==> src/memory_map_pkg.sv <==
// Constants and types for the address map and boot environment logic.
package memory_map_pkg;

   // ************************************************************
   // Widths
   // ************************************************************
   localparam int ADDR_W  = 24;
   localparam int PIN_W   = 3;
   localparam int EMPTY_W = 2;

   // ************************************************************
   // Region bounds, inclusive
   // ************************************************************
   localparam logic [23:0] PROG_FLASH_LO  = 24'h000000;
   localparam logic [23:0] PROG_FLASH_HI  = 24'h03ffff;
   localparam logic [23:0] DATA_FLASH_LO  = 24'h0d0000;
   localparam logic [23:0] DATA_FLASH_HI  = 24'h0d1fff;
   localparam logic [23:0] SYS_RAM_LO     = 24'h0e0000;
   localparam logic [23:0] SYS_RAM_HI     = 24'h0e7fff;
   localparam logic [23:0] LINK_RAM_LO    = 24'h0e8000;
   localparam logic [23:0] LINK_RAM_HI    = 24'h0e91ff;
   localparam logic [23:0] SEQ_RAM_LO     = 24'h0ee800;
   localparam logic [23:0] SEQ_RAM_HI     = 24'h0eebff;
   localparam logic [23:0] CAN_LO         = 24'h0ef000;
   localparam logic [23:0] CAN_HI         = 24'h0ef13f;
   localparam logic [23:0] LINK_REGS_LO   = 24'h0ef180;
   localparam logic [23:0] LINK_REGS_HI   = 24'h0ef1ff;
   localparam logic [23:0] EXT_ZONE1_LO   = 24'h400000;
   localparam logic [23:0] EXT_ZONE1_HI   = 24'h7fffff;
   localparam logic [23:0] EXT_ZONE2_LO   = 24'h800000;
   localparam logic [23:0] EXT_ZONE2_HI   = 24'hfeffff;
   localparam logic [23:0] PERIPH_A_LO    = 24'hfff200;
   localparam logic [23:0] PERIPH_A_HI    = 24'hfff5ff;
   localparam logic [23:0] BUS_CTRL_LO    = 24'hfff600;
   localparam logic [23:0] BUS_CTRL_HI    = 24'hfffaff;
   localparam logic [23:0] IO_EXP_LO      = 24'hfffb00;
   localparam logic [23:0] IO_EXP_HI      = 24'hfffbff;
   localparam logic [23:0] PERIPH_B_LO    = 24'hfffc00;
   localparam logic [23:0] PERIPH_B_HI    = 24'hffffff;

   // ************************************************************
   // Environment pin codes and sampling
   // ************************************************************
   localparam logic [2:0] PINS_RESET_VALUE = 3'h7;
   localparam logic [2:0] CODE_INT_ROM     = 3'h7;
   localparam logic [2:0] CODE_EXT_ROM     = 3'h3;
   localparam logic [2:0] CODE_PROGRAM     = 3'h6;
   localparam logic [2:0] CODE_DEVELOP     = 3'h0;
   localparam logic [2:0] CODE_DEVELOP_INT = 3'h1;
   localparam logic [1:0] FLASH_EMPTY_ALL  = 2'h3;
   localparam logic [1:0] SETTLE_COUNT     = 2'h2;

   // ************************************************************
   // Types
   // ************************************************************
   typedef enum logic [3:0] {
      region_reserved, region_prog_flash, region_data_flash,
      region_system_ram, region_link_data_ram, region_sequencer_ram,
      region_can, region_link_regs, region_ext_zone1,
      region_ext_zone2, region_peripheral, region_bus_ctrl,
      region_io_expansion
   } region_e;

   typedef enum logic [2:0] {
      zone_none, zone_static0, zone_static1, zone_static2, zone_io
   } zone_e;

   typedef enum logic [2:0] {
      internal_rom_mode, external_rom_mode, in_system_programming_mode,
      development_mode, development_internal_memory_mode
   } mode_e;

   function automatic logic in_range(input logic [23:0] a,
                                     input logic [23:0] lo,
                                     input logic [23:0] hi);
      in_range = (a >= lo) && (a <= hi);
   endfunction

endpackage

==> src/environment_pin_sync.sv <==
// Two-stage synchroniser for the environment select pins.
`timescale 1ns/1ps
module environment_pin_sync (
   input  wire logic                             clk_sys,
   input  wire logic                             reset,
   input  wire logic                             clk_en,
   input  wire logic [memory_map_pkg::PIN_W-1:0] pins_async,
   output logic      [memory_map_pkg::PIN_W-1:0] pins_synced
);
   import memory_map_pkg::*;

   logic [PIN_W-1:0] stage1_reg;
   logic [PIN_W-1:0] stage2_reg;

   // Reset to ones, as the pull-ups give on floating pins.
   for (genvar i = 0; i < PIN_W; i++) begin : g_bit
      always_ff @(posedge clk_sys) begin
         if (reset) begin
            stage1_reg[i] <= PINS_RESET_VALUE[i];
            stage2_reg[i] <= PINS_RESET_VALUE[i];
         end else if (clk_en) begin
            stage1_reg[i] <= pins_async[i];
            stage2_reg[i] <= stage1_reg[i];
         end
      end
   end

   assign pins_synced = stage2_reg;

endmodule // environment_pin_sync

==> src/address_region_decoder.sv <==
// Combinational address decoder for the 16 MB map.
`timescale 1ns/1ps
module address_region_decoder (
   input  wire logic [memory_map_pkg::ADDR_W-1:0] addr,
   input  wire memory_map_pkg::mode_e             mode,
   output memory_map_pkg::region_e                region,
   output memory_map_pkg::zone_e                  zone,
   output logic                                   to_external,
   output logic                                   reserved
);
   import memory_map_pkg::*;

   logic ext_enabled;

   // Priority order does not matter: the ranges never overlap.
   always_comb begin
      region = region_reserved;
      zone   = zone_none;
      if (in_range(addr, PROG_FLASH_LO, PROG_FLASH_HI)) begin
         region = region_prog_flash;
         zone   = zone_static0;
      end else if (in_range(addr, DATA_FLASH_LO, DATA_FLASH_HI)) begin
         region = region_data_flash;
         zone   = zone_static0;
      end else if (in_range(addr, SYS_RAM_LO, SYS_RAM_HI)) begin
         region = region_system_ram;
      end else if (in_range(addr, LINK_RAM_LO, LINK_RAM_HI)) begin
         region = region_link_data_ram;
      end else if (in_range(addr, SEQ_RAM_LO, SEQ_RAM_HI)) begin
         region = region_sequencer_ram;
      end else if (in_range(addr, CAN_LO, CAN_HI)) begin
         region = region_can;
      end else if (in_range(addr, LINK_REGS_LO, LINK_REGS_HI)) begin
         region = region_link_regs;
      end else if (in_range(addr, EXT_ZONE1_LO, EXT_ZONE1_HI)) begin
         region = region_ext_zone1;
         zone   = zone_static1;
      end else if (in_range(addr, EXT_ZONE2_LO, EXT_ZONE2_HI)) begin
         region = region_ext_zone2;
         zone   = zone_static2;
      end else if (in_range(addr, PERIPH_A_LO, PERIPH_A_HI) ||
                   in_range(addr, PERIPH_B_LO, PERIPH_B_HI)) begin
         region = region_peripheral;
      end else if (in_range(addr, BUS_CTRL_LO, BUS_CTRL_HI)) begin
         region = region_bus_ctrl;
      end else if (in_range(addr, IO_EXP_LO, IO_EXP_HI)) begin
         region = region_io_expansion;
         zone   = zone_io;
      end
   end

   // External memory is only wired up in the modes that support it.
   assign ext_enabled = (mode == external_rom_mode) ||
                        (mode == development_mode) ||
                        (mode == development_internal_memory_mode);

   always_comb begin
      to_external = 1'b0;
      reserved    = (region == region_reserved);
      if (zone == zone_static0) begin
         to_external = (mode == development_mode);
      end else if (zone == zone_static1 || zone == zone_static2) begin
         to_external = ext_enabled;
         reserved    = !ext_enabled;
      end
   end

endmodule // address_region_decoder

==> src/memory_map_and_boot_env.sv <==
// Top of the address map decoder and boot environment selection.
//
// What this block does
// - Decode flat 16 MB space, one region each.
// - Program flash at 000000h to 03FFFFh, zone 0.
// - Data flash at 0D0000h to 0D1FFFh.
// - Sequencer RAM 1K ends 0EEBFFh, no zone.
// - CAN area of 320 bytes ends 0EF13Fh.
// - Link registers at 0EF180h to 0EF1FFh.
// - 400000h to 7FFFFFh external, static zone 1.
// - 800000h to FEFFFFh external, static zone 2.
// - Peripheral ports decoded, no zone attached.
// - Bus, DMA, flash controls at FFF600h-FFFAFFh.
// - Up to 12M external when external enabled.
// - Mode from sampled pins and flash-empty flags.
// - Floating pins read as all ones.
// - Code 111 internal ROM, programming if empty.
// - Code 011 external ROM, programming if empty.
// - Code 110 always programming mode.
// - Programming mode uses programming reset vector.
// - Development mode sends flash region external.
// - Development internal keeps zone 0 on-chip.
// - ROM modes map zone 0 to internal flash.
// - Code 000 development, 001 development internal.
`timescale 1ns/1ps
module memory_map_and_boot_env (
   input  wire logic                               clk_sys,
   input  wire logic                               reset,
   input  wire logic                               clk_en,
   input  wire logic [memory_map_pkg::PIN_W-1:0]   environment_select_pins,
   input  wire logic [memory_map_pkg::EMPTY_W-1:0] flash_empty_flags,
   input  wire logic                               req_valid,
   input  wire logic                               req_write,
   input  wire logic [memory_map_pkg::ADDR_W-1:0]  req_addr,
   output memory_map_pkg::mode_e                   operating_mode,
   output logic                                    mode_ready,
   output logic                                    programming_vector,
   output logic                                    external_enabled,
   output logic                                    rsp_valid,
   output logic                                    rsp_write,
   output logic      [memory_map_pkg::ADDR_W-1:0]  rsp_addr,
   output memory_map_pkg::region_e                 rsp_region,
   output memory_map_pkg::zone_e                   rsp_zone,
   output logic                                    rsp_external,
   output logic                                    rsp_reserved
);
   import memory_map_pkg::*;

   // ************************************************************
   // Declarations
   // ************************************************************
   logic [PIN_W-1:0]  pins_synced;
   logic              flash_empty;
   logic              capture;
   logic              taken;
   mode_e             mode_next;
   region_e           dec_region;
   zone_e             dec_zone;
   logic              dec_external;
   logic              dec_reserved;

   logic [1:0]        sample_count_reg;
   mode_e             mode_reg;
   logic              mode_ready_reg;
   logic              programming_vector_reg;
   logic              external_enabled_reg;
   logic              rsp_valid_reg;
   logic              rsp_write_reg;
   logic [ADDR_W-1:0] rsp_addr_reg;
   region_e           rsp_region_reg;
   zone_e             rsp_zone_reg;
   logic              rsp_external_reg;
   logic              rsp_reserved_reg;

   // ************************************************************
   // Pin synchroniser and decoder
   // ************************************************************
   environment_pin_sync u_pin_sync (
      .clk_sys     (clk_sys),
      .reset       (reset),
      .clk_en      (clk_en),
      .pins_async  (environment_select_pins),
      .pins_synced (pins_synced)
   );

   address_region_decoder u_decoder (
      .addr        (req_addr),
      .mode        (mode_reg),
      .region      (dec_region),
      .zone        (dec_zone),
      .to_external (dec_external),
      .reserved    (dec_reserved)
   );

   // ************************************************************
   // Environment selection
   // ************************************************************
   // Program flash counts as empty only when every flag says so.
   assign flash_empty = (flash_empty_flags == FLASH_EMPTY_ALL);

   always_comb begin
      case (pins_synced)
         CODE_INT_ROM: begin
            mode_next = flash_empty ? in_system_programming_mode
                                    : internal_rom_mode;
         end
         CODE_EXT_ROM: begin
            mode_next = flash_empty ? in_system_programming_mode
                                    : external_rom_mode;
         end
         CODE_PROGRAM: begin
            mode_next = in_system_programming_mode;
         end
         CODE_DEVELOP: begin
            mode_next = development_mode;
         end
         CODE_DEVELOP_INT: begin
            mode_next = development_internal_memory_mode;
         end
         default: begin
            // Unassigned codes behave like floating pins.
            mode_next = flash_empty ? in_system_programming_mode
                                    : internal_rom_mode;
         end
      endcase
   end

   // The synchroniser needs two edges after release before its
   // output shows the real pins, so capture waits for them.
   assign capture = clk_en && !mode_ready_reg &&
                    (sample_count_reg == SETTLE_COUNT);

   always_ff @(posedge clk_sys) begin
      if (reset) begin
         sample_count_reg <= 2'h0;
      end else if (clk_en && !mode_ready_reg &&
                   sample_count_reg != SETTLE_COUNT) begin
         sample_count_reg <= sample_count_reg + 2'h1;
      end
   end

   always_ff @(posedge clk_sys) begin
      if (reset) begin
         mode_reg               <= internal_rom_mode;
         mode_ready_reg         <= 1'b0;
         programming_vector_reg <= 1'b0;
         external_enabled_reg   <= 1'b0;
      end else if (capture) begin
         mode_reg       <= mode_next;
         mode_ready_reg <= 1'b1;
         programming_vector_reg <=
            (mode_next == in_system_programming_mode);
         external_enabled_reg <=
            (mode_next == external_rom_mode) ||
            (mode_next == development_mode) ||
            (mode_next == development_internal_memory_mode);
      end
   end

   // ************************************************************
   // Access decode
   // ************************************************************
   // Requests before the mode is known are dropped, since the
   // routing of zone 0 and the external zones depends on it.
   assign taken = clk_en && req_valid && mode_ready_reg;

   always_ff @(posedge clk_sys) begin
      if (reset) begin
         rsp_valid_reg <= 1'b0;
      end else if (clk_en) begin
         rsp_valid_reg <= taken;
      end
   end

   always_ff @(posedge clk_sys) begin
      if (reset) begin
         rsp_write_reg    <= 1'b0;
         rsp_addr_reg     <= '0;
         rsp_region_reg   <= region_reserved;
         rsp_zone_reg     <= zone_none;
         rsp_external_reg <= 1'b0;
         rsp_reserved_reg <= 1'b0;
      end else if (taken) begin
         rsp_write_reg    <= req_write;
         rsp_addr_reg     <= req_addr;
         rsp_region_reg   <= dec_region;
         rsp_zone_reg     <= dec_zone;
         rsp_external_reg <= dec_external;
         rsp_reserved_reg <= dec_reserved;
      end
   end

   assign operating_mode     = mode_reg;
   assign mode_ready         = mode_ready_reg;
   assign programming_vector = programming_vector_reg;
   assign external_enabled   = external_enabled_reg;
   assign rsp_valid          = rsp_valid_reg;
   assign rsp_write          = rsp_write_reg;
   assign rsp_addr           = rsp_addr_reg;
   assign rsp_region         = rsp_region_reg;
   assign rsp_zone           = rsp_zone_reg;
   assign rsp_external       = rsp_external_reg;
   assign rsp_reserved       = rsp_reserved_reg;
endmodule // memory_map_and_boot_env

==> config.mk <==
export PLATFORM = sky130hd
export DESIGN_NAME = memory_map_and_boot_env
export DESIGN_NICKNAME = d
export VERILOG_FILES = /design/src/memory_map_pkg.sv /design/src/environment_pin_sync.sv /design/src/address_region_decoder.sv /design/src/memory_map_and_boot_env.sv
export SDC_FILE = /design/constraint.sdc
export NUM_CORES = 1
export LEC_CHECK = 0
export CAP_MARGIN = 20
export CORE_MARGIN = 3
export CORE_UTILIZATION = 60
export CTS_CLUSTER_SIZE = 24
export DETAILED_ROUTE_END_ITERATION = 8
export DONT_BUFFER_PORTS = 1
export GPL_TIMING_DRIVEN = 0
export PLACE_DENSITY = 0.82
export RECOVER_POWER = 50
export SETUP_SLACK_MARGIN = 0.5
export SLEW_MARGIN = 40
export SYNTH_ARGS = -nofsm -noshare
export SYNTH_HDL_FRONTEND = slang
export SYNTH_HIERARCHICAL = 1
export SYNTH_SLANG_ARGS = --single-unit
==> constraint.sdc <==
create_clock -name clk_sys -period 4.65 [get_ports clk_sys]
set_clock_uncertainty 0.15 [all_clocks]
set_input_delay 0.465 -clock clk_sys [delete_from_list [all_inputs] [get_ports clk_sys]]
set_output_delay 0.465 -clock clk_sys [all_outputs]
set_load 0.05 [all_outputs]
Word level (Yosys, flattened, before mapping)
Cells that the tools add are included.
{"block": "op_classes", "eq_ne": 16, "n_lt_le_gt_ge": 26, "n_reduce_logical": 28, "mux": 31, "add_sub_neg": 1}
{"op": "24-bit by 20-bit greater-or-equal comparator with 1-bit output, second input constant", "n": 6}
{"op": "24-bit by 20-bit <= comparator with 1-bit output, second input constant", "n": 6}
{"op": "24-bit greater-or-equal comparator, second input constant", "n": 5}
{"op": "24-bit <= comparator, second input constant", "n": 5}
{"op": "4-bit two-way mux", "n": 12}
{"op": "3-bit two-way mux", "n": 12}
{"op": "24-bit by 1-bit greater-or-equal comparator with 1-bit output, second input constant", "n": 1}
{"op": "24-bit by 23-bit greater-or-equal comparator with 1-bit output, second input constant", "n": 1}
{"op": "24-bit by 18-bit <= comparator with 1-bit output, second input constant", "n": 1}
{"op": "24-bit by 23-bit <= comparator with 1-bit output, second input constant", "n": 1}
{"op": "3-bit by 2-bit == test with 1-bit output, second input constant", "n": 6}
{"op": "1-bit logical AND", "n": 18}
{"op": "3-bit by 1-bit == test with 1-bit output, second input constant", "n": 4}
{"op": "3-bit one-hot mux with 4 select lines", "n": 1}
{"op": "3-bit == test, second input constant", "n": 3}
{"op": "1-bit logical OR", "n": 6}
{"op": "2-bit == test, second input constant", "n": 2}
{"op": "4-bit logical NOT", "n": 1}
{"op": "1-bit two-way mux", "n": 4}
{"op": "2-bit two-way mux", "n": 2}
{"op": "3-bit logical NOT", "n": 1}
{"op": "2-bit by 1-bit adder with 2-bit output, second input constant", "n": 1}
{"op": "1-bit logical NOT", "n": 2}
{"op": "2-bit != test, second input constant", "n": 1}
{"block": "word_totals", "input_bits": 34, "output_inout_bits": 41, "reg_bits": 49}

Longest topological paths before layout
{"block": "depth", "depth_word": 18, "depth_mapped": 7, "ltp_nobuf": 7}

By module
Netlist, hierarchy kept.
{"module": "memory_map_and_boot_env", "seq_area_each_um2": 860.8, "area_per_inst_um2": 1589.0, "cells_each": 192, "n_inst": 1}
{"module": "address_region_decoder", "seq_area_each_um2": 0.0, "area_per_inst_um2": 411.6, "cells_each": 62, "n_inst": 1}
{"module": "environment_pin_sync", "seq_area_each_um2": 120.1, "area_per_inst_um2": 232.7, "cells_each": 19, "n_inst": 1}

Worst setup path after synthesis
Ideal clock, no wire load.
{"block": "synth_timing", "path_type": "input port to flip-flop", "startpoint": "input req_addr[22] (netlist bit)", "endpoint": "register rsp_reserved_reg (netlist: rsp_reserved)", "t_arrival_ns": 1.842, "required_ns": 4.430, "slack_ns": 2.587, "stages": 6, "cell_sequence": "or4_4 > o311ai_2 > nand4_1 > o32ai_2 > nand2_1 > a21oi_1"}
{"block": "synth_via", "elab_cells_between_ends": 71}
{"element": "from (decl)", "line": "memory_map_and_boot_env.sv:34", "rtl": "input wire logic [memory_map_pkg::ADDR_W-1:0] req_addr,"}
{"element": "24-bit greater-or-equal comparator or 24-bit <= comparator (tied branches)", "line": "memory_map_pkg.sv:76", "rtl": "in_range = (a >= lo) && (a <= hi);"}
{"element": "1-bit logical AND", "line": "memory_map_pkg.sv:76"}
{"element": "4-bit two-way mux or 1-bit logical OR (tied branches)", "line": "address_region_decoder.sv:44, address_region_decoder.sv:41"}
{"element": "4-bit two-way mux", "line": "address_region_decoder.sv:41", "rtl": "end else if (in_range(addr, PERIPH_A_LO, PERIPH_A_HI) ||"}
{"element": "4-bit two-way mux", "line": "address_region_decoder.sv:38", "rtl": "end else if (in_range(addr, EXT_ZONE2_LO, EXT_ZONE2_HI)) begin"}
{"element": "4-bit two-way mux", "line": "address_region_decoder.sv:35", "rtl": "end else if (in_range(addr, EXT_ZONE1_LO, EXT_ZONE1_HI)) begin"}
{"element": "4-bit two-way mux", "line": "address_region_decoder.sv:33", "rtl": "end else if (in_range(addr, LINK_REGS_LO, LINK_REGS_HI)) begin"}
{"element": "4-bit two-way mux", "line": "address_region_decoder.sv:31", "rtl": "end else if (in_range(addr, CAN_LO, CAN_HI)) begin"}
{"element": "[2 not listed]"}
{"element": "4-bit two-way mux", "line": "address_region_decoder.sv:25", "rtl": "end else if (in_range(addr, SYS_RAM_LO, SYS_RAM_HI)) begin"}
{"element": "4-bit two-way mux", "line": "address_region_decoder.sv:22", "rtl": "end else if (in_range(addr, DATA_FLASH_LO, DATA_FLASH_HI)) begin"}
{"element": "4-bit two-way mux (*)", "line": "address_region_decoder.sv:19", "rtl": "if (in_range(addr, PROG_FLASH_LO, PROG_FLASH_HI)) begin"}
{"element": "named net dec_region[0]", "line": "memory_map_and_boot_env.sv:57", "rtl": "region_e dec_region;"}
{"element": "4-bit logical NOT (*)", "line": "address_region_decoder.sv:59", "rtl": "reserved = (region == region_reserved);"}
{"element": "1-bit two-way mux", "line": "address_region_decoder.sv:62", "rtl": "end else if (zone == zone_static1 || zone == zone_static2) begin"}
{"element": "1-bit two-way mux (*)", "line": "address_region_decoder.sv:60", "rtl": "if (zone == zone_static0) begin"}
{"element": "named net dec_reserved", "line": "memory_map_and_boot_env.sv:60", "rtl": "logic dec_reserved;"}
{"element": "to (signal assigned)", "line": "memory_map_and_boot_env.sv:189", "rtl": "rsp_reserved_reg <= dec_reserved;"}
{"element": "to (decl)", "line": "memory_map_and_boot_env.sv:73", "rtl": "logic rsp_reserved_reg;"}
The timed path passes the listed nets; every way through them passes the cells marked *.
A chain may end at the register's enable or synchronous reset.

Final worst setup path
Same ends and word-level chain as after synthesis.

==> results.py <==
metrics = {
    "outcome": {
        "status": "completed",
    },
    "floorplanning": {
        "fp.dieH_um": 67.0,
        "initial_core_util_pct": 64.4,
        "die_area_um2": 4490,
        "io_pins": 75,
        "rows": 21,
        "core_area_um2": 3470,
        "die_w_um": 67.0,
    },
    "routing": {
        "final_antenna_net_count": 0,
        "wl_per_cell_um": 15.3,
        "wl_um": 5010,
        "drc": 0,
        "vias": 1922,
        "vias_per_cell": 5.88,
        "first_pass_iters": 4,
        "drt_iter0_drc": 117,
    },
    "global_route": {
        "antenna_found_initial": 0,
        "track_usage_pct": 22.9,
        "overflow": 0,
        "grt_pass1_wl_um": 7820,
        "grt_max_degree": 17,
        "grt_pass1_vias": 1773,
    },
    "yosys": {
        "synth_top_area_share_pct": 43.9,
        "synth_ff_type": "dfxtp_1",
        "mappedNetlistNets": 308,
        "seq_area_frac_synth_pct": 43.9,
        "yosys_warnings": 6,
        "synthDistinctLibCells": 53,
        "synth_edf_count": 0,
        "ys_seq_elements": 49,
        "synth_top_cells_by_area": "dfxtp_1 44%, nand2_1 13%, a21oi_1 9.2%",
        "synthArstFlopShare_pct": 0,
        "yosysMostFrequentCell": "nand2_1",
        "synth_area_per_cell_um2": 8.18,
        "synthCells": 273,
        "synth_area_um2": 2230,
        "yosysTopAreaCell": "dfxtp_1",
        "synth_common_cells": "79 x nand2_1, 49 x dfxtp_1, 41 x a21oi_1",
    },
    "layout": {
        "multiInputGateArea_um2": 1130,
        "syn2layout_area_growth_pct": 5.71,
        "antenna_cells": 0,
        "nNetsFinal": 315,
        "final_layout_size_suffix_gt1_share_pct": 10.3,
        "largest_reg_flops": 24,
        "seqCellArea_um2": 981,
        "n_fill_cell": 325,
    },
    "timing": {
        "fmax_ghz": 0.510,
        "setup_viol": 0,
        "slew_headroom_pct": 57.9,
        "worst_pin_slew_ns": 0.625,
        "period_share_pct": 42.2,
        "rsz0062_at_grt": "false",
        "finalHoldViolCount": 0,
        "worst_slack_ns": 2.69,
        "slew_viol_final": 0,
        "fin_hold_ws_ns": 0.104,
        "fin_tns_setup_ns": 0,
        "final.min_clock_period_ns": 1.96,
    },
    "hold_path": {
        "hp-class": "input port to flop",
    },
    "power_and_ir_drop": {
        "power.density_nw_per_um2": 335,
        "p_leak_nw": 0.797,
        "peakVddDrop_v": 0.000261,
    },
    "place": {
        "gp_congestion": 0.896,
        "place_worst_setup_slack_ns": 2.37,
        "io_buffers": 0,
        "dp_hpwl_um": 3730,
    },
    "worst_setup_path": {
        "rr_endpoint": "rsp_addr[7]",
        "arrival_ns": 2.00,
        "crit_required_ns": 4.69,
        "timing.rr.start": "mode_ready",
        "r2r_cells": 4,
        "path_max_fanout": 7,
        "cp-start-kind": "input port",
        "r2r_slack_ns": 2.75,
        "worstSetupEndpoint": "rsp_reserved",
        "crit_type": "input port to flop",
        "end_kind": "flop",
        "startpoint": "req_addr[22]",
    },
    "clock_network": {
        "cts_hold_repair.buffers": 0,
        "tritoncts": "built",
        "cts_resized": 0,
        "htree_levels": 2,
        "cts_buffers": 5,
        "cts.sinks": 49,
        "clk_latency_ns": 0.31,
        "cts_max_path_buffers": 2,
        "cts.reportedPaths.clkPinSlew_ns": 0.09,
        "clock-root-buffer": "clkbuf_8",
        "cts_setup_buffers": 0,
    },
    "run": {
        "maxCapViolations": 0,
    },
}
cells in the final DEF (no fill, tap or decap), drive strengths merged, types with 2 or more instances in the layout:
cell type	count
nand4	2
and3	2
nor2	11
inv	6
nand4b	2
nand3	3
a21oi	41
a211oi	2
o211ai	2
mux2i	2
nor3	4
o21ai	4
nand3b	4
a211o	6
dfxtp	49
nand2	79
nand2b	6
nor3b	2
nor2b	9
nor4	3
or4	2
clkbuf	9
o32ai	2
and4	3
buf	9
per-stage QoR:
stage / total power, W / instance area (µm²) / util (%) / std cells
6_report: 0.000792 / 2360 / 68.1 / 327
5_1_grt: 0.000830 / 2360 / 68.1 / 327
4_1_cts: 0.000799 / 2380 / 68.7 / 327
3_5_place_dp: 0.000551 / 2290 / 66.1 / 319
3_3_place_gp: 0.000548 / 2290 / 66.1 / 319
2_1_floorplan: 0.000536 / 2230 / - / 273
routing by layer:
metal  part of all wire (%)  vias to the layer above  GRT usage (%)  wire, µm
met5                      0                        -              0         0
met3                    8.5                        8           7.59       428
met4                    1.4                        0           8.35        68
met1                     43                      885           27.8      2150
li1                       -                      964              -         -
met2                     47                       65           37.4      2370
final cells by class:
| type | count | area share, % |
|---|---|---|
| inverters | 5 | 0.795 |
| plain buffers | 13 | 3.66 |
| flip-flops and latches | 49 | 41.5 |
| well taps | 46 | 2.44 |
| multi-input cells | 206 | 47.7 |
| clock inverters | 3 | 0.901 |
| clock buffers | 5 | 2.91 |
worst max-delay path, stage by stage:
cell,delay [ns]
nor4_2,0.46
nand2_1,0.08
or4_1,0.56
nand4_1,0.17
o32ai_2,0.11
nand2_1,0.09
a21oi_1,0.05
how the worst min path moves through the flow:
stage | start | to | depth (start not counted)
finish | reset | u_pin_sync/stage1_reg[1] | 1
global route | reset | u_pin_sync/pins_synced[2] | 1
global placement | u_pin_sync/stage1_reg[0] | u_pin_sync/pins_synced[0] | 1
CTS | reset | u_pin_sync/stage1_reg[1] | 1
floorplan | u_pin_sync/stage1_reg[0] | u_pin_sync/pins_synced[0] | 1
detailed placement | u_pin_sync/stage1_reg[1] | u_pin_sync/pins_synced[1] | 1
power breakdown:
part | internal (W) | leakage (nW) | switching (W) | total, W
Sequential | 0.000433 | 0.397 | 0.0000353 | 0.000469
Clock | 0.000107 | 0.0445 | 0.000147 | 0.000253
Combinational | 0.0000322 | 0.355 | 0.0000377 | 0.0000699
Total | 0.000572 | 0.797 | 0.000220 | 0.000792
cell families after synthesis:
group,after synthesis,synth area share (%)
muxes,2,0.896
AOI/OAI and AO/OA,68,19.5
buffers and inverters,18,4.71
xor gates and xnor gates,1,0.392
and+or+nand+nor,134,30.0
DFF,49,43.9
adders and majority gates,1,0.560
(Power assumes the default switching activity.)
